File: config.mk
export PLATFORM = sky130hd
export DESIGN_NAME = skip_branch_or_pointer_exec
export DESIGN_NICKNAME = d
export VERILOG_FILES = /design/src/design/exec_pkg.sv /design/src/design/file_port_if.sv /design/src/design/file_addr_resolve.sv /design/src/design/phase_gen.sv /design/src/design/skip_branch_or_pointer_exec.sv
export SDC_FILE = /design/constraint.sdc
export NUM_CORES = 1
export LEC_CHECK = 0
export ABC_AREA = 1
export BUFFER_PORTS_ARGS = -buffer_cell sky130_fd_sc_hd__buf_2
export CELL_PAD_IN_SITES_DETAIL_PLACEMENT = 1
export CELL_PAD_IN_SITES_GLOBAL_PLACEMENT = 1
export CORE_ASPECT_RATIO = 0.8
export CORE_MARGIN = 4
export CORE_UTILIZATION = 38
export CTS_CLUSTER_DIAMETER = 60
export DETAILED_ROUTE_END_ITERATION = 12
export PLACE_DENSITY = 0.83
export SYNTH_ARGS = -nofsm -noshare
export SYNTH_HDL_FRONTEND = slang
export SYNTH_SLANG_ARGS = --single-unit
File: constraint.sdc
create_clock -name core_clk -period 1.65 [get_ports core_clk]
set_input_delay 0.33 -clock core_clk [delete_from_list [all_inputs] [get_ports core_clk]]
set_output_delay 0.33 -clock core_clk [all_outputs]
set_load 0.05 [all_outputs]
File: src/design/exec_pkg.sv
// Constants and types shared by the instruction execution block
// Functional notes
// - Decrement-skip opcode decrements file, flags untouched
// - Destination bit zero selects accumulator
// - Nonzero result discards prefetch, adds no-op
// - Skipped two-word instruction costs two no-ops
// - Bank bit selects common or banked file
// - Extended set, low operand uses indexed offset
// - Increment-skip opcode increments file, flags untouched
// - Absolute jump loads twenty literal bits
// - Jump takes two cycles, second one idle
// - OR literal into accumulator, update N Z
// - Load pointer: two words, three pointers
package exec_pkg;
   localparam logic [5:0]  OP_DEC_SKIP    = 6'h13;
   localparam logic [5:0]  OP_INC_SKIP    = 6'h12;
   localparam logic [5:0]  OP_OR_FILE     = 6'h04;
   localparam logic [7:0]  OP_OR_LIT      = 8'h09;
   localparam logic [7:0]  OP_JUMP        = 8'hef;
   localparam logic [7:0]  OP_LOAD_PTR    = 8'hee;
   localparam logic [3:0]  SECOND_WORD    = 4'hf;
   localparam logic [7:0]  INDEXED_LIMIT  = 8'h5f;
   localparam logic [7:0]  COMMON_LOW_TOP = 8'h5f;
   localparam logic [5:0]  COMMON_HI_BANK = 6'h3f;
   localparam logic [5:0]  COMMON_LO_BANK = 6'h00;
   localparam logic [1:0]  PTR_COUNT      = 2'h3;
   localparam logic [7:0]  ACC_RESET      = 8'h00;
   localparam logic [13:0] PTR_RESET      = 14'h0000;
   localparam logic [20:0] PC_RESET       = 21'h000000;
   localparam int          DEST_BIT       = 9;
   localparam int          BANK_BIT       = 8;
   typedef enum logic [1:0] {Q1, Q2, Q3, Q4} phase_type;
   typedef enum logic [2:0] {
      EXEC, FLUSH_ONE, FLUSH_TWO, JUMP_IDLE, PTR_LOW
   } cycle_type;
endpackage

File: src/design/file_port_if.sv
// Data-file access channel between executor and address resolver
`timescale 1ns/1ps
`default_nettype none
interface file_port_if;
   logic [7:0]  operand;
   logic        bank_sel;
   logic        ext_enable;
   logic [5:0]  bank_pointer;
   logic [13:0] index_base;
   logic [13:0] address;
   logic        indexed;
   modport requester (output operand, bank_sel, ext_enable, bank_pointer, index_base,
                      input address, indexed);
   modport resolver (input operand, bank_sel, ext_enable, bank_pointer, index_base,
                     output address, indexed);
endinterface
`default_nettype wire

File: src/design/file_addr_resolve.sv
// Resolves an 8-bit file operand into a 14-bit data address
`timescale 1ns/1ps
`default_nettype none
module file_addr_resolve (
   file_port_if.resolver fp
);
   import exec_pkg::*;
   wire use_indexed;
   wire [5:0] common_bank;
   assign use_indexed = !fp.bank_sel && fp.ext_enable
                        && (fp.operand <= INDEXED_LIMIT);
   // Common bank: operands up to 0x5F in bank zero, the rest in the top bank
   assign common_bank = (fp.operand <= COMMON_LOW_TOP) ? COMMON_LO_BANK : COMMON_HI_BANK;
   assign fp.indexed = use_indexed;
   assign fp.address = use_indexed ? fp.index_base + {6'h00, fp.operand}
                     : fp.bank_sel ? {fp.bank_pointer, fp.operand}
                     : {common_bank, fp.operand};
endmodule
`default_nettype wire

File: src/design/phase_gen.sv
// Four-phase sequencer of the instruction cycle
`timescale 1ns/1ps
`default_nettype none
module phase_gen (
   input  wire logic              core_clk,
   input  wire logic              rst,
   output var  exec_pkg::phase_type phase,
   output logic                    cycle_end
);
   import exec_pkg::*;
   always_ff @(posedge core_clk) begin
      if (rst) begin
         phase <= Q1;
      end else begin
         phase <= phase_type'(phase + 2'd1);
      end
   end
   assign cycle_end = (phase == Q4);
endmodule
`default_nettype wire

File: src/design/skip_branch_or_pointer_exec.sv
// Executes skip, jump, OR and pointer-load instructions over four phases
`timescale 1ns/1ps
`default_nettype none
module skip_branch_or_pointer_exec (
   input  wire logic        core_clk,
   input  wire logic        rst,
   input  wire logic [15:0] instr_word,
   input  wire logic        instr_valid,
   input  wire logic        next_is_two_word,
   input  wire logic        ext_enable,
   input  wire logic [5:0]  bank_pointer,
   input  wire logic [7:0]  file_rdata,
   output logic [13:0]      file_addr,
   output logic             file_addr_indexed,
   output logic             file_we,
   output logic [7:0]       file_wdata,
   output logic [7:0]       acc,
   output logic             flag_neg,
   output logic             flag_zero,
   output logic [20:0]      pc,
   output logic             pc_load,
   output logic             prefetch_discard,
   output logic             nop_cycle,
   output logic [13:0]      ptr0,
   output logic [13:0]      ptr1,
   output logic [13:0]      ptr2,
   output logic [1:0]       exec_phase
);
   import exec_pkg::*;

   phase_type phase;
   logic      cycle_end;
   phase_gen u_phase (
      .core_clk  (core_clk),
      .rst       (rst),
      .phase     (phase),
      .cycle_end (cycle_end)
   );

   file_port_if fp ();
   file_addr_resolve u_resolve (.fp(fp));

   cycle_type   state_q, state_d;
   logic [15:0] ir_q;
   logic [15:0] second_q;
   logic [7:0]  operand_q, result_q;
   logic [7:0]  acc_q, acc_d;
   logic        neg_q, zero_q;
   logic [20:0] pc_q;
   logic        pc_load_q;
   logic [7:0]  jump_low_q;
   logic [1:0]  ptr_sel_q;
   logic [13:0] ptr_q [PTR_COUNT];
   logic        we_q;
   logic [7:0]  wdata_q;
   logic [13:0] addr_q;
   logic        indexed_q;
   logic        discard_q;

   // Opcode decode on the captured word
   wire [5:0] op6       = ir_q[15:10];
   wire       dest_file = ir_q[DEST_BIT];
   wire       is_dec    = (op6 == OP_DEC_SKIP);
   wire       is_inc    = (op6 == OP_INC_SKIP);
   wire       is_or_f   = (op6 == OP_OR_FILE);
   wire       is_or_l   = (ir_q[15:8] == OP_OR_LIT);
   wire       is_jump   = (ir_q[15:8] == OP_JUMP);
   wire       is_lptr   = (ir_q[15:8] == OP_LOAD_PTR) && (ir_q[5:4] != PTR_COUNT);
   wire       is_file   = is_dec || is_inc || is_or_f;
   wire       second_ok = (instr_word[15:12] == SECOND_WORD);
   wire [15:0] ir_next  = (state_q == EXEC && instr_valid) ? instr_word : 16'h0000;

   // Arithmetic; skip ops leave flags alone
   wire [7:0] dec_val   = file_rdata - 8'h01;
   wire [7:0] inc_val   = file_rdata + 8'h01;
   wire [7:0] or_f_val  = acc_q | file_rdata;
   wire [7:0] or_l_val  = acc_q | operand_q;
   wire [7:0] alu_val   = is_dec ? dec_val : is_inc ? inc_val : or_f_val;
   wire       skip_take = (is_dec || is_inc) && (result_q != 8'h00);

   // Phase strobes of an executing cycle
   wire       exec_q2   = (state_q == EXEC) && (phase == Q2);
   wire       exec_q3   = (state_q == EXEC) && (phase == Q3);
   wire       exec_q4   = (state_q == EXEC) && (phase == Q4);
   wire       jump_take = (state_q == JUMP_IDLE) && (phase == Q1) && second_ok;
   // Only inserted cycles count as no-ops; the pointer's second word does work
   wire       nop_state = (state_q == FLUSH_ONE) || (state_q == FLUSH_TWO)
                          || (state_q == JUMP_IDLE);
   wire       ptr2_byp  = (state_q == PTR_LOW) && (ptr_sel_q == 2'h2) && (phase != Q1);
   wire [13:0] ptr2_view = ptr2_byp ? {ptr_q[2][13:8], second_q[7:0]} : ptr_q[2];

   assign fp.operand      = ir_q[7:0];
   assign fp.bank_sel     = ir_q[BANK_BIT];
   assign fp.ext_enable   = ext_enable;
   assign fp.bank_pointer = bank_pointer;
   assign fp.index_base   = ptr_q[2];

   // Next-cycle selection at the end of Q4
   always_comb begin
      state_d = EXEC;
      unique case (state_q)
         EXEC: begin
            if (skip_take) begin
               state_d = FLUSH_ONE;
            end else if (is_jump) begin
               state_d = JUMP_IDLE;
            end else if (is_lptr) begin
               state_d = PTR_LOW;
            end
         end
         FLUSH_ONE: begin
            state_d = next_is_two_word ? FLUSH_TWO : EXEC;
         end
         FLUSH_TWO, JUMP_IDLE, PTR_LOW: begin
            state_d = EXEC;
         end
      endcase
   end

   always_comb begin
      acc_d = acc_q;
      if (state_q == EXEC && phase == Q4) begin
         if (is_or_l) begin
            acc_d = result_q;
         end else if (is_file && !dest_file) begin
            acc_d = result_q;
         end
      end
   end

   always_ff @(posedge core_clk) begin
      if (rst) begin
         state_q <= EXEC;
         ir_q    <= 16'h0000;
      end else begin
         if (cycle_end) begin
            state_q <= state_d;
         end
         // Empty slot becomes a no-op, so a held word never runs twice
         if (phase == Q1) begin
            ir_q <= ir_next;
         end
      end
   end

   // Address is captured in Q2, before the file value is needed
   always_ff @(posedge core_clk) begin
      if (rst) begin
         operand_q <= 8'h00;
         addr_q    <= 14'h0000;
         indexed_q <= 1'b0;
      end else if (exec_q2) begin
         operand_q <= ir_q[7:0];
         addr_q    <= fp.address;
         indexed_q <= fp.indexed;
      end
   end

   // File value must be valid by Q3
   always_ff @(posedge core_clk) begin
      if (rst) begin
         result_q <= 8'h00;
      end else if (exec_q3) begin
         result_q <= is_or_l ? or_l_val : alu_val;
      end
   end

   always_ff @(posedge core_clk) begin
      if (rst) begin
         acc_q  <= ACC_RESET;
         neg_q  <= 1'b0;
         zero_q <= 1'b0;
      end else begin
         acc_q <= acc_d;
         // Skip ops must leave the flags alone
         if (exec_q4 && (is_or_l || is_or_f)) begin
            neg_q  <= result_q[7];
            zero_q <= (result_q == 8'h00);
         end
      end
   end

   always_ff @(posedge core_clk) begin
      if (rst) begin
         we_q      <= 1'b0;
         wdata_q   <= 8'h00;
         discard_q <= 1'b0;
      end else begin
         we_q      <= exec_q4 && is_file && dest_file;
         discard_q <= cycle_end && (state_q == EXEC) && skip_take;
         if (exec_q4) begin
            wdata_q <= result_q;
         end
      end
   end

   // Jump: low byte in Q2, high bits plus write at the next Q1
   always_ff @(posedge core_clk) begin
      if (rst) begin
         jump_low_q <= 8'h00;
      end else if (exec_q2 && is_jump) begin
         jump_low_q <= ir_q[7:0];
      end
   end

   // A second word without the 1111 prefix leaves the counter alone
   always_ff @(posedge core_clk) begin
      if (rst) begin
         pc_q      <= PC_RESET;
         pc_load_q <= 1'b0;
      end else begin
         pc_load_q <= jump_take;
         if (jump_take) begin
            pc_q <= {instr_word[11:0], jump_low_q, 1'b0};
         end
      end
   end

   // Pointer load, one pointer per entry
   always_ff @(posedge core_clk) begin
      if (rst) begin
         ptr_sel_q <= 2'h0;
      end else if (state_q == EXEC && is_lptr && phase == Q2) begin
         ptr_sel_q <= ir_q[5:4];
      end
   end

   genvar g;
   generate
      for (g = 0; g < PTR_COUNT; g++) begin : g_ptr
         always_ff @(posedge core_clk) begin
            if (rst) begin
               ptr_q[g] <= PTR_RESET;
            end else if (phase == Q4 && ptr_sel_q == 2'(g)) begin
               if (state_q == EXEC && is_lptr) begin
                  ptr_q[g][13:8] <= ir_q[3:0] == 4'h0 ? 6'h00 : {2'b00, ir_q[3:0]};
               end else if (state_q == PTR_LOW) begin
                  ptr_q[g][7:0] <= second_q[7:0];
               end
            end
         end
      end
   endgenerate

   // Second word of the pointer load, held for its low byte
   always_ff @(posedge core_clk) begin
      if (rst) begin
         second_q <= 16'h0000;
      end else if (phase == Q1 && state_q == PTR_LOW) begin
         second_q <= instr_word;
      end
   end

   // Registered outputs: file port
   always_ff @(posedge core_clk) begin
      if (rst) begin
         file_addr         <= 14'h0000;
         file_addr_indexed <= 1'b0;
         file_we           <= 1'b0;
         file_wdata        <= 8'h00;
      end else begin
         file_addr         <= addr_q;
         file_addr_indexed <= indexed_q;
         file_we           <= we_q;
         file_wdata        <= wdata_q;
      end
   end

   // Registered outputs: core state
   always_ff @(posedge core_clk) begin
      if (rst) begin
         acc       <= ACC_RESET;
         flag_neg  <= 1'b0;
         flag_zero <= 1'b0;
         pc        <= PC_RESET;
         pc_load   <= 1'b0;
      end else begin
         acc       <= acc_q;
         flag_neg  <= neg_q;
         flag_zero <= zero_q;
         pc        <= pc_q;
         pc_load   <= pc_load_q;
      end
   end

   // Registered outputs: sequencing and pointers
   always_ff @(posedge core_clk) begin
      if (rst) begin
         prefetch_discard <= 1'b0;
         nop_cycle        <= 1'b0;
         ptr0             <= PTR_RESET;
         ptr1             <= PTR_RESET;
         ptr2             <= PTR_RESET;
         exec_phase       <= 2'h0;
      end else begin
         prefetch_discard <= discard_q;
         nop_cycle        <= nop_state;
         ptr0             <= ptr_q[0];
         ptr1             <= ptr_q[1];
         ptr2             <= ptr2_view;
         exec_phase       <= phase;
      end
   end
endmodule
`default_nettype wire

==> Yosys cells after proc, flatten, opt, wreduce, memory -nomap -nowiden <==
Memory sizes are Yosys's and may differ from the RTL's. A register that Yosys moved wholly into a read port is not among the register bits.
Cells that the tools add are included.
{ "word_totals": {"reg_bits": 212, "ramBits": 36, "inputBits": 35, "output_inout_bits": 102, "wordCells": 150, "n_memories": 1} }
{ "classes": {"n_addsub": 4, "order_cmp": 1, "eq_ne": 17, "muxes": 45, "bitwise": 8, "reduce_logical": 41} }
{ "memory_table": {"columns": ["name", "words", "word_bits", "read_ports", "rd_clocked_by_memory_dff", "write_ports", "line_no", "source"], "rows": [
  ["ptr_q", 3, 12, 3, 2, 3, "skip_branch_or_pointer_exec.sv:53", "logic [13:0] ptr_q [PTR_COUNT];"]
]} }
{ "op_table": {"columns": ["op", "n"], "rows": [
  ["8-bit two-way mux", 9],
  ["14-bit two-way mux", 2],
  ["1-bit logical AND", 24],
  ["1-bit two-way mux", 23],
  ["8-bit == test, second input constant", 2],
  ["16-bit two-way mux", 1],
  ["4-bit two-way mux", 4],
  ["8-bit OR", 2],
  ["14-bit by 8-bit adder with 14-bit output", 1],
  ["6-bit by 5-bit == test with 1-bit output, second input constant", 2],
  ["3-bit two-way mux", 3],
  ["3-bit one-hot mux with 3 select lines", 1],
  ["8-bit by 1-bit adder with 8-bit output, second input constant", 1],
  ["8-bit by 4-bit == test with 1-bit output, second input constant", 1],
  ["8-bit by 7-bit <= comparator with 1-bit output, second input constant", 1],
  ["8-bit logical NOT", 1],
  ["8-bit nonzero test", 1],
  ["8-bit by 1-bit subtractor with 8-bit output, second input constant", 1],
  ["2-bit == test, second input constant", 3],
  ["3-bit by 2-bit == test with 1-bit output, second input constant", 2],
  ["6-bit by 3-bit == test with 1-bit output, second input constant", 1],
  ["6-bit two-way mux", 1],
  ["1-bit OR", 6],
  ["1-bit logical OR", 5],
  ["other kinds (14)", 18]
]} }

==> Depth between registers and ports, before layout <==
Gate-level depths: netlist of run 1.
{ "logic_depth": {"depth_word": 8, "ltp_mapped": 12, "depth_no_buf": 12} }

==> Modules after synthesis <==
From an unflattened synthesis of run 1, not the netlist that was laid out.
{ "hier_totals": {"cells_unflattened": 1178, "hier_area_um2": 9552.9} }
{ "by_module_without_submodules": {"columns": ["mod", "instances", "cells_each", "area_each_um2", "seq_area_each_um2"], "rows": [
  ["skip_branch_or_pointer_exec", 1, 1016, 8713.4, 5165.0],
  ["file_addr_resolve", 1, 156, 775.7, 0.0],
  ["phase_gen", 1, 6, 63.8, 40.0]
]} }

==> Worst setup path before layout of run 1 <==
No wires, ideal clock.
{ "synth_path": {"path_kind": "register -> register", "start": "mem ptr_q[2][0] (netlist bit)", "end": "reg addr_q[6]", "setup_ps": 119, "arrival_ps": 1573, "t_required_ps": 1531, "path_slack_ps": -42, "path_stages_with_launch": 10, "period_less_slack_ps": 1692, "path_cell_list": "edfxtp_1 > ha_1 > fa_1 > nand3_1 > nand2_1 > nand2_1 > nand2_1 > xor2_1 > o21ai_0 > nand2_1"} }
{ "synth_lines": {"columns": ["item", "line_no", "source"], "rows": [
  ["start, declared", "skip_branch_or_pointer_exec.sv:53", null],
  ["end signal, assigned", "skip_branch_or_pointer_exec.sv:154", "addr_q <= fp.address;"],
  ["end, declared", "skip_branch_or_pointer_exec.sv:56", "logic [13:0] addr_q;"]
]} }

==> qor.yml, run 1 <==
setup_path:
  max_stage_delay_ns: 0.44
  cp_max_fo: 5
  arrival_ns: 2.06
  worstPathCellList: "ha_4, fa_2, nand3_4, nand2_4, nand2_4, nand2_4, nand2_2, nand2_2, nand3_2, a21oi_2"
  r2r_setup_slack_ns: -0.02
  crit_buf_inv: 0
  timing.rr.end: "addr_q[10]$_SDFFE_PP0P_"
  cpMaxStageDelayCell: "edfxtp_1"
  worst_path_dominant_cell_family: "adder cells"
  endpoint_kind: "flop"
  rr_startpoint: "ptr_q[2][0]$_SDFFCE_PN0P_"
  worstSetupPathType: "flop to flop"
  required_ns: 2.04
  reg2regPathDepth: 10
  cp_num_cells: 10
  cpMostUsedCell: "nand2_4"
  start_kind: "flop"
place:
  place_ws_ns: -0.166
  place_inst: 1575
  dp_hpwl_um: 19800
  portBuffers: 129
  finalWeightedCongestion: 0.870
clocking:
  cts_made_buffers: 25
  tritoncts: "yes"
  clk_pin_slew_worst_paths_ns: 0.06
  clk_latency_ns: 0.52
  clockBufferDepth: 3
  cts-root-buf: "clkbuf_16"
  cts_hold_buf: 0
  cts.htree.levels: 1
  cts.sinks: 242
timing:
  hold_viol: 0
  final.setup.tns_ns: -0.0354
  setup_ws_ns: -0.0218
  fmax_mhz: 598
  fin_crit_sh_pct: 101
  setup_viol: 3
  fin_skew_ns: 0.0148
  period_needed_ns: 1.67
  rsz0062_at_grt: "true"
  report.final.slew_viol_count: 0
global_routing:
  grt_pass1_vias: 8135
  antenna_found_initial: 0
  grt_max_degree: 91
  grt_overflow: 0
  grtUsageTotal_pct: 19.8
  grt_pass1_wl_um: 43700
route:
  drc_errors: 0
  ant_nets: 0
  drt-initial-drc-count: 621
  viasPerCell: 4.95
  dr.pass1.iters: 5
  wl_per_cell_um: 17.1
  vias: 8066
  wl_um: 27900
pwr:
  p_sw_uw: 3430
  ir_drop_mv: 0.832
  combPwrFrac_pct: 11.2
  clock_power_share_pct: 40.0
  design_power_total_uw: 12900
  internal-power_uw: 9520
  power_switching_share_pct: 26.5
  p_leak_uw: 0.00541
  power_density_nw_per_um2: 1100
  p_seq_share_pct: 48.8
synthesis:
  synth_area_per_cell_sq_um: 8.27
  syn_area_sq_um: 9300
  yosysMostFrequentCell: "dfxtp_1"
  synthTopCellsByCount: "dfxtp_1 (206), inv_1 (183), nor2_1 (182)"
  ys_async_sr_fraction_pct: 0
  synth_top_area_share_pct: 44.4
  yosysSeqAreaShare_pct: 56.0
  synth_warnings: 0
  synthFlopType: "dfxtp_1"
  yosys.area.top_type: "dfxtp_1"
  synth-edff-count: 36
  netlist_instances: 1124
  ys_types: 46
  yosys_register_bits: 242
  synth.area.top_cells: "dfxtp_1 (44%), edfxtp_1 (12%), inv_1 (7.4%)"
die:
  coreArea_sq_um: 23700
  rows: 50
  die_h_um: 148
  die_area_sq_um: 27000
  start_util_pct: 39.2
  die_w_um: 183
  io_pins: 137
finish:
  drive_gt1_share_pct: 24.1
  synthToLayoutAreaGrowth_pct: 26.1
  fin_nets: 1350
  postLayoutCoreUtil_pct: 49.4
  diodes: 0
  fill_cells: 2835
  fin_cells: 1629
hold_path:
  hp-start: "bank_pointer[5]"
  hold-path-endpoint: "addr_q[13]$_SDFFE_PP0P_"
  min_path_type: "primary input to flop"
  holdPathStages: 3
run_status:
  status: "finished, violations left"
  violations: "negative setup slack"
job:
  cap_violations: 0
==> power by group through the flow <==
stage / combinational, uW / sequential, uW / clock, uW
floorplan: 655 / 6580 / 0
global placement: 1280 / 6410 / 0
detailed placement: 1320 / 6430 / 0
CTS: 1360 / 6300 / 5280
global route: 1580 / 6340 / 5570
finish: 1450 / 6320 / 5180
==> per-stage QoR <==
step / instance area, sq um / hold WS [ns]
floorplan: 9320 / 0.388
global placement: 10600 / 0.393
detailed placement: 10600 / 0.398
CTS: 11400 / 0.0549
global route: 11700 / 0.0719
finish: 11700 / 0.0678
==> flip-flops by register name (all words and copies together), names as in the netlist, 12 cells and up <==
register,flops
file_addr,14
ptr0,12
ir_q,16
ptr_q,36
pc,20
ptr2,12
pc_q,20
addr_q,14
ptr1,12
==> cell type report <==
class                           count  area, sq um  area share (%)
Sequential cell                   242         5220            44.6
Tap cell                          312          390            3.33
Clock inverter                     10         61.3           0.523
Timing Repair Buffer              187         1170            9.95
Inverter                          189          728            6.21
Clock buffer                       34          679            5.80
Multi-Input combinational cell    655         3470            29.6
==> worst max path at each step <==
stage / slack (ns) / end / from
2_1_floorplan: 0.009 / addr_q[6]$_SDFFE_PP0P_ / ptr_q[2][0]$_SDFFCE_PN0P_
3_3_place_gp: -0.09 / addr_q[6]$_SDFFE_PP0P_ / ptr_q[2][0]$_SDFFCE_PN0P_
3_5_place_dp: -0.17 / addr_q[10]$_SDFFE_PP0P_ / ptr_q[2][0]$_SDFFCE_PN0P_
4_1_cts: 0.0005 / wdata_q[5]$_SDFFE_PP0P_ / u_phase.phase[0]$_SDFF_PP0_
5_1_grt: -0.11 / addr_q[10]$_SDFFE_PP0P_ / ptr_q[2][0]$_SDFFCE_PN0P_
6_report: -0.02 / addr_q[10]$_SDFFE_PP0P_ / ptr_q[2][0]$_SDFFCE_PN0P_
==> kinds of logic (layout without fill, tap and decap cells) <==
kind of cell	Yosys count	after routing	synth area share [%]
xor gates and xnor gates	5	5	0.471
DFF	242	242	56.0
and+or+nand+nor	451	451	20.5
AOI/OAI and AO/OA	177	177	10.8
buffers and inverters	233	420	10.1
adders and majority gates	15	15	2.10
other	1	7	0.0403
==> per-layer routing <==
metal / track usage [%] / vias up / routed length, um
met2: 30.8 / 249 / 12400
met1: 29.2 / 3889 / 13200
li1: - / 3886 / -
met5: 0 / - / 0
met4: 3.98 / 0 / 440
met3: 3.59 / 42 / 1840
==> cell usage in the layout (no fill, tap or decap), types with 11 or more instances in the layout <==
cell type  instances
nor2_1           177
nand2_1          164
o21ai_0           60
o21ai_1           12
inv_1            177
dfxtp_1          195
nand2_2           14
a21oi_1           46
buf_4             51
nand3_1           46
o22ai_1           20
clkbuf_16         25
buf_2            128
a211oi_1          11
edfxtp_1          36
==> worst register-to-register path, cell delays in order (launching register included) <==
cell,delay (ns)
edfxtp_1,0.44
ha_4,0.20
fa_2,0.36
nand3_4,0.08
nand2_4,0.08
nand2_4,0.07
nand2_4,0.07
nand2_2,0.09
nand2_2,0.06
nand3_2,0.06
a21oi_2,0.05
==> repair_timing <==
item / CTS / global route
pin swaps: 4 / 10
resized for setup: 25 / 66
endpoints found under the setup margin: 58 / 126
buffers inserted: 1 / 9
(Power assumes the default switching activity.)
==> run 2: changes to the inputs <==
- PLACE_DENSITY: 0.83 -> 0.85
- SKIP_CTS_REPAIR_TIMING: not set -> 1
- clock period: 1.65 -> 1.4 ns (I/O delays scaled with it)
==> qor.yml, run 2 (synthesis gave the netlist of run 1 again) <==
finish:
  postLayoutCoreUtil_pct: 58.8  # +9.3 points
  fin_cells: 1723  # +5.8%
  fin_nets: 1441  # +6.7%
  final_common_cell: "dfxtp_1"
  largest_reg_flops: 36  # unchanged
  stdcell_area_sq_um: 13900  # +19%
  synthToLayoutAreaGrowth_pct: 49.9
  largestRegisters: "ptr_q: 36 flops, pc: 20 flops, pc_q: 20 flops"
  drive_gt1_share_pct: 41.8  # +18 points
  largest-register: "ptr_q"
  diodes: 0  # unchanged
  layout_common_cells: "dfxtp_1 (193), inv_1 (169), nor2_1 (130)"
route:
  ant_nets: 0  # unchanged
  viasPerCell: 5.45  # +10%
  wl_per_cell_um: 24.3  # +42%
  drc_errors: 0  # unchanged
  wl_um: 41800  # +50%
  drt-initial-drc-count: 744  # +20%
  dr.pass1.iters: 8  # +3
  vias: 9396  # +16%
setup_path:
  max_stage_delay_ns: 0.54  # +0.10 ns
  worst_path_dominant_cell_family: "simple AND/OR/NAND/NOR gates"
  endpoint_kind: "flop"
  worstSetupPathType: "flop to flop"
  cpMostUsedCell: "nand2_1"
  cp_max_fo: 4  # -1
  crit_buf_inv: 2  # +2
  start_kind: "flop"
  cpMaxStageDelayCell: "dfxtp_1"
  worstPathCellList: "ha_4, nand2_1, inv_1, nand2_1, nand2_1, inv_1, nand2_1, nand2_1, nand3_1, a31oi_1"
  required_ns: 1.86  # -0.18 ns
  arrival_ns: 2.44  # +0.38 ns
clocking:
  cts-root-buf: "clkbuf_16"
  cts.sinks: 242  # unchanged
  clk_latency_ns: 0.55  # +0.03 ns
  tritoncts: "yes"
  cts.htree.levels: 1  # unchanged
  clk_pin_slew_worst_paths_ns: 0.08  # +0.02 ns
  cts_made_buffers: 26  # +4.0%
  clockBufferDepth: 3  # unchanged
die:
  io_pins: 137  # unchanged
  rows: 50  # unchanged
  die_area_sq_um: 27000  # unchanged
  die_h_um: 148  # unchanged
  die_w_um: 183  # unchanged
  coreArea_sq_um: 23700  # unchanged
  start_util_pct: 39.2  # unchanged
timing:
  fin_crit_sh_pct: 141  # +40 points
  fin_skew_ns: 0.0268  # +0.0120 ns
  setup_ws_ns: -0.579  # -0.558 ns
  fmax_mhz: 505  # -16%
  report.final.slew_viol_count: 0  # unchanged
  rsz0062_at_grt: "true"
  period_needed_ns: 1.98  # +0.308 ns
  hold_viol: 1  # +1
  setup_viol: 175  # +172
  holdWs_ns: -0.00823  # -0.0760 ns
pwr:
  design_power_total_uw: 17300  # +33%
  power_density_nw_per_um2: 1240  # +12%
  p_leak_uw: 0.00619  # +14%
  ir_drop_mv: 1.02  # +23%
global_routing:
  grt_pass1_wl_um: 45300  # +3.6%
  grt_overflow: 0  # unchanged
  grtUsageTotal_pct: 20.6  # +0.78 points
  grt_max_degree: 51  # -44%
  antenna_found_initial: 0  # unchanged
  grt_pass1_vias: 8418  # +3.5%
hold_path:
  min_path_type: "primary input to flop"
place:
  postPlaceCellArea_sq_um: 11000  # +3.6%
  portBuffers: 129  # unchanged
  dp_hpwl_um: 20700  # +4.5%
  finalWeightedCongestion: 0.888  # +2.2%
  place_inst: 1622  # +3.0%
job:
  cap_violations: 0  # unchanged
run_status:
  violations: "negative hold slack, negative setup slack"
  status: "finished, violations left"
-- run 2: per-layer routing --
layer / global-route usage [%] / up-vias / routed length, um
li1: - / 4102 / -
met1: 29.1 / 4560 / 16600
met2: 33.8 / 563 / 19700
met3: 3.42 / 171 / 3360
met4: 3.98 / 0 / 2090
met5: 0 / - / 0
-- run 2: cell type report --
type	instances	area, sq um
repair inverters	2	13.8
fillers	2655	9770
multi-input cells	655	4380
clock inverters	15	165
repair buffers	275	2270
clock buffers	33	708
flip-flops and latches	242	5230
well taps	312	390
inverters	189	774
-- run 2: worst reg2reg max path, delay by kind of cell, from the launching register on --
| kind | cells | cell delay, ns |
|---|---|---|
| simple gates | 6 | 0.62 |
| flops | 1 | 0.54 |
| fa+ha+maj | 1 | 0.28 |
| compound gates | 1 | 0.23 |
| buf+inv | 2 | 0.21 |
-- run 2: power by group --
| group | total, uW | internal (uW) | switching, uW | leakage [uW] |
|---|---|---|---|---|
| combinational | 2560 | 903 | 1650 | 0.00370 |
| clock | 7220 | 4160 | 3060 | 0.000432 |
| sequential | 7480 | 7280 | 204 | 0.00205 |
| total | 17300 | 12300 | 4910 | 0.00619 |
-- run 2: final timing paths --
| path | start | end | slack (ns) | cells past startpoint |
|---|---|---|---|---|
| worst max register to register | ir_q[6]$_SDFFE_PP0N_ | addr_q[7]$_SDFFE_PP0P_ | -0.58 | 10 |
| worst max-delay path | ir_q[6]$_SDFFE_PP0N_ | addr_q[7]$_SDFFE_PP0P_ | -0.58 | 10 |
| worst min register to register | discard_q$_SDFF_PP0_ | prefetch_discard$_SDFF_PP0_ | 0.41 | 2 |
| worst min-delay path | instr_word[13] | ir_q[13]$_SDFFE_PP0N_ | -0.008 | 3 |
-- run 2: per-stage QoR --
step	setup WS, ns	TNS (ns)
final	-0.579	-35.72
after CTS	-0.388	-36.78
after global placement	-0.279	-17.09
after floorplan	-0.181	-0.973
after global routing	-0.624	-44.00
after detailed placement	-0.326	-27.93
==> run 3: changes to the inputs <==
- CORE_UTILIZATION: 38 -> 45
- PLACE_DENSITY: 0.85 -> 0.94
- clock period: 1.4 -> 2.45 ns (I/O delays scaled with it)
==> qor.yml, run 3 (synthesis gave the netlist of run 1 again) <==
setup_path:
  required_ns: 2.81  # +0.95 ns
  worstSetupPathType: "flop to flop"
  endpoint_kind: "flop"
  start_kind: "flop"
  arrival_ns: 2.56  # +0.12 ns
  r2r_setup_slack_ns: 0.25  # +0.83 ns
  cp_max_fo: 8  # +4
finish:
  drive_gt1_share_pct: 16.2  # -26 points
  largest-register: "ptr_q"
  fin_nets: 1303  # -9.6%
  fill_cells: 2442  # -8.0%
  layout_common_cells: "dfxtp_1 (206), inv_1 (183), nor2_1 (182)"
  final_common_cell: "dfxtp_1"
  largest_reg_flops: 36  # unchanged
  synthToLayoutAreaGrowth_pct: 18.2
  largestRegisters: "ptr_q: 36 flops, pc: 20 flops, pc_q: 20 flops"
route:
  wl_per_cell_um: 19.5  # -20%
  ant_nets: 0  # unchanged
  drc_errors: 0  # unchanged
  dr.pass1.iters: 5  # -3
  viasPerCell: 5.33  # -2.4%
  vias: 8174  # -13%
  drt-initial-drc-count: 721  # -3.1%
  wl_um: 29900  # -29%
timing:
  setup_viol: 0  # -100%
  maxSlewHeadroom_pct: 61.4
  setup_ws_ns: 0.251  # +0.831 ns
  period_needed_ns: 2.20  # +0.219 ns
  fin_skew_ns: 0.0274  # +0.000694 ns
  fmax_mhz: 455  # -10%
  report.final.slew_viol_count: 0  # unchanged
  rsz0062_at_grt: "false"
  hold_viol: 0  # -1
  fin_crit_sh_pct: 89.7  # -52 points
  worst_pin_slew_ns: 0.575
  final.setup.tns_ns: 0  # +35.72 ns
place:
  dp_hpwl_um: 19800  # -4.0%
  place_ws_ns: 0.397  # +0.723 ns
  finalWeightedCongestion: 0.901  # +1.4%
  portBuffers: 129  # unchanged
die:
  coreArea_sq_um: 20100  # -15%
  start_util_pct: 46.3  # +7.1 points
  die_w_um: 169  # -7.8%
  die_h_um: 137  # -7.7%
  io_pins: 137  # unchanged
  die_area_sq_um: 23000  # -15%
  rows: 46  # -8.0%
global_routing:
  grt_max_degree: 84  # +65%
  grt_overflow: 0  # unchanged
  busiest_layer: "met2"
  grtUsageTotal_pct: 26.1  # +5.5 points
  grt_pass1_wl_um: 47600  # +5.0%
  grt.met3_usage_pct: 6.15  # +2.7 points
  grt_pass1_vias: 8551  # +1.6%
  grt_util_met2_pct: 43.0  # +9.2 points
  antenna_found_initial: 1  # +1
  met1_usage_pct: 33.2  # +4.1 points
clocking:
  clockBufferDepth: 3  # unchanged
  cts_made_buffers: 24  # -7.7%
  cts.htree.levels: 1  # unchanged
  tritoncts: "yes"
  cts.sinks: 242  # unchanged
  clk_latency_ns: 0.55  # about the same
  cts-root-buf: "clkbuf_16"
  clk_pin_slew_worst_paths_ns: 0.07  # about the same
pwr:
  power_density_nw_per_um2: 811  # -34%
  ir_drop_mv: 0.779  # -24%
  p_leak_uw: 0.00517  # -16%
run_status:
  status: "completed"
job:
  cap_violations: 0  # unchanged
hold_path:
  min_path_type: "primary input to flop"
run 3: final cells by class:
type                            count  area (sq um)  share of cell area (%)
Multi-Input combinational cell    655          3180                    28.9
Antenna cell                        2          5.00                  0.0455
Tap cell                          264           330                    3.01
Sequential cell                   242          5200                    47.4
Clock buffer                       30           643                    5.85
Clock inverter                     12           158                    1.43
Inverter                          189           719                    6.55
Timing Repair Buffer              141           751                    6.83
run 3: final timing paths:
check / start / end / depth (start not counted)
max: u_phase.phase[0]$_SDFF_PP0_ / ptr_q[1][3]$_SDFFCE_PN0P_ / 5
min: instr_word[15] / ir_q[15]$_SDFFE_PP0N_ / 3
max reg2reg: u_phase.phase[0]$_SDFF_PP0_ / ptr_q[1][3]$_SDFFCE_PN0P_ / 5
min reg2reg: pc_load_q$_SDFF_PP0_ / pc_load$_SDFF_PP0_ / 2
run 3: critical path, cell delays in order (launching register included):
cell and delay [ns]:
dfxtp_1 0.41, ha_1 0.22, inv_1 0.18, nor3_1 0.53, nand3_1 0.42, nor2_1 0.25
run 3: through the flow:
step	total power, uW	cell area (sq um)	hold WS, ns	cells	util [%]
finish	8910	11000	0.223	1535	54.7
global route	9190	11000	0.233	1533	54.7
CTS	8940	11000	0.209	1533	54.7
detailed placement	5150	10200	0.407	1491	50.7
global placement	5100	10200	0.400	1491	50.7
floorplan	4870	9320	0.388	1130	-
run 3: metal layers:
metal	up-vias	routed length, um
met1	3928	12300
li1	3807	-
met2	345	13900
met5	-	13
met3	92	2440
met4	2	1160
run 3: report_power, final:
part	total, uW	switching [uW]	internal [uW]
Combinational	852	642	210
Sequential	4260	106	4160
Clock	3800	1610	2190
Total	8910	2360	6550
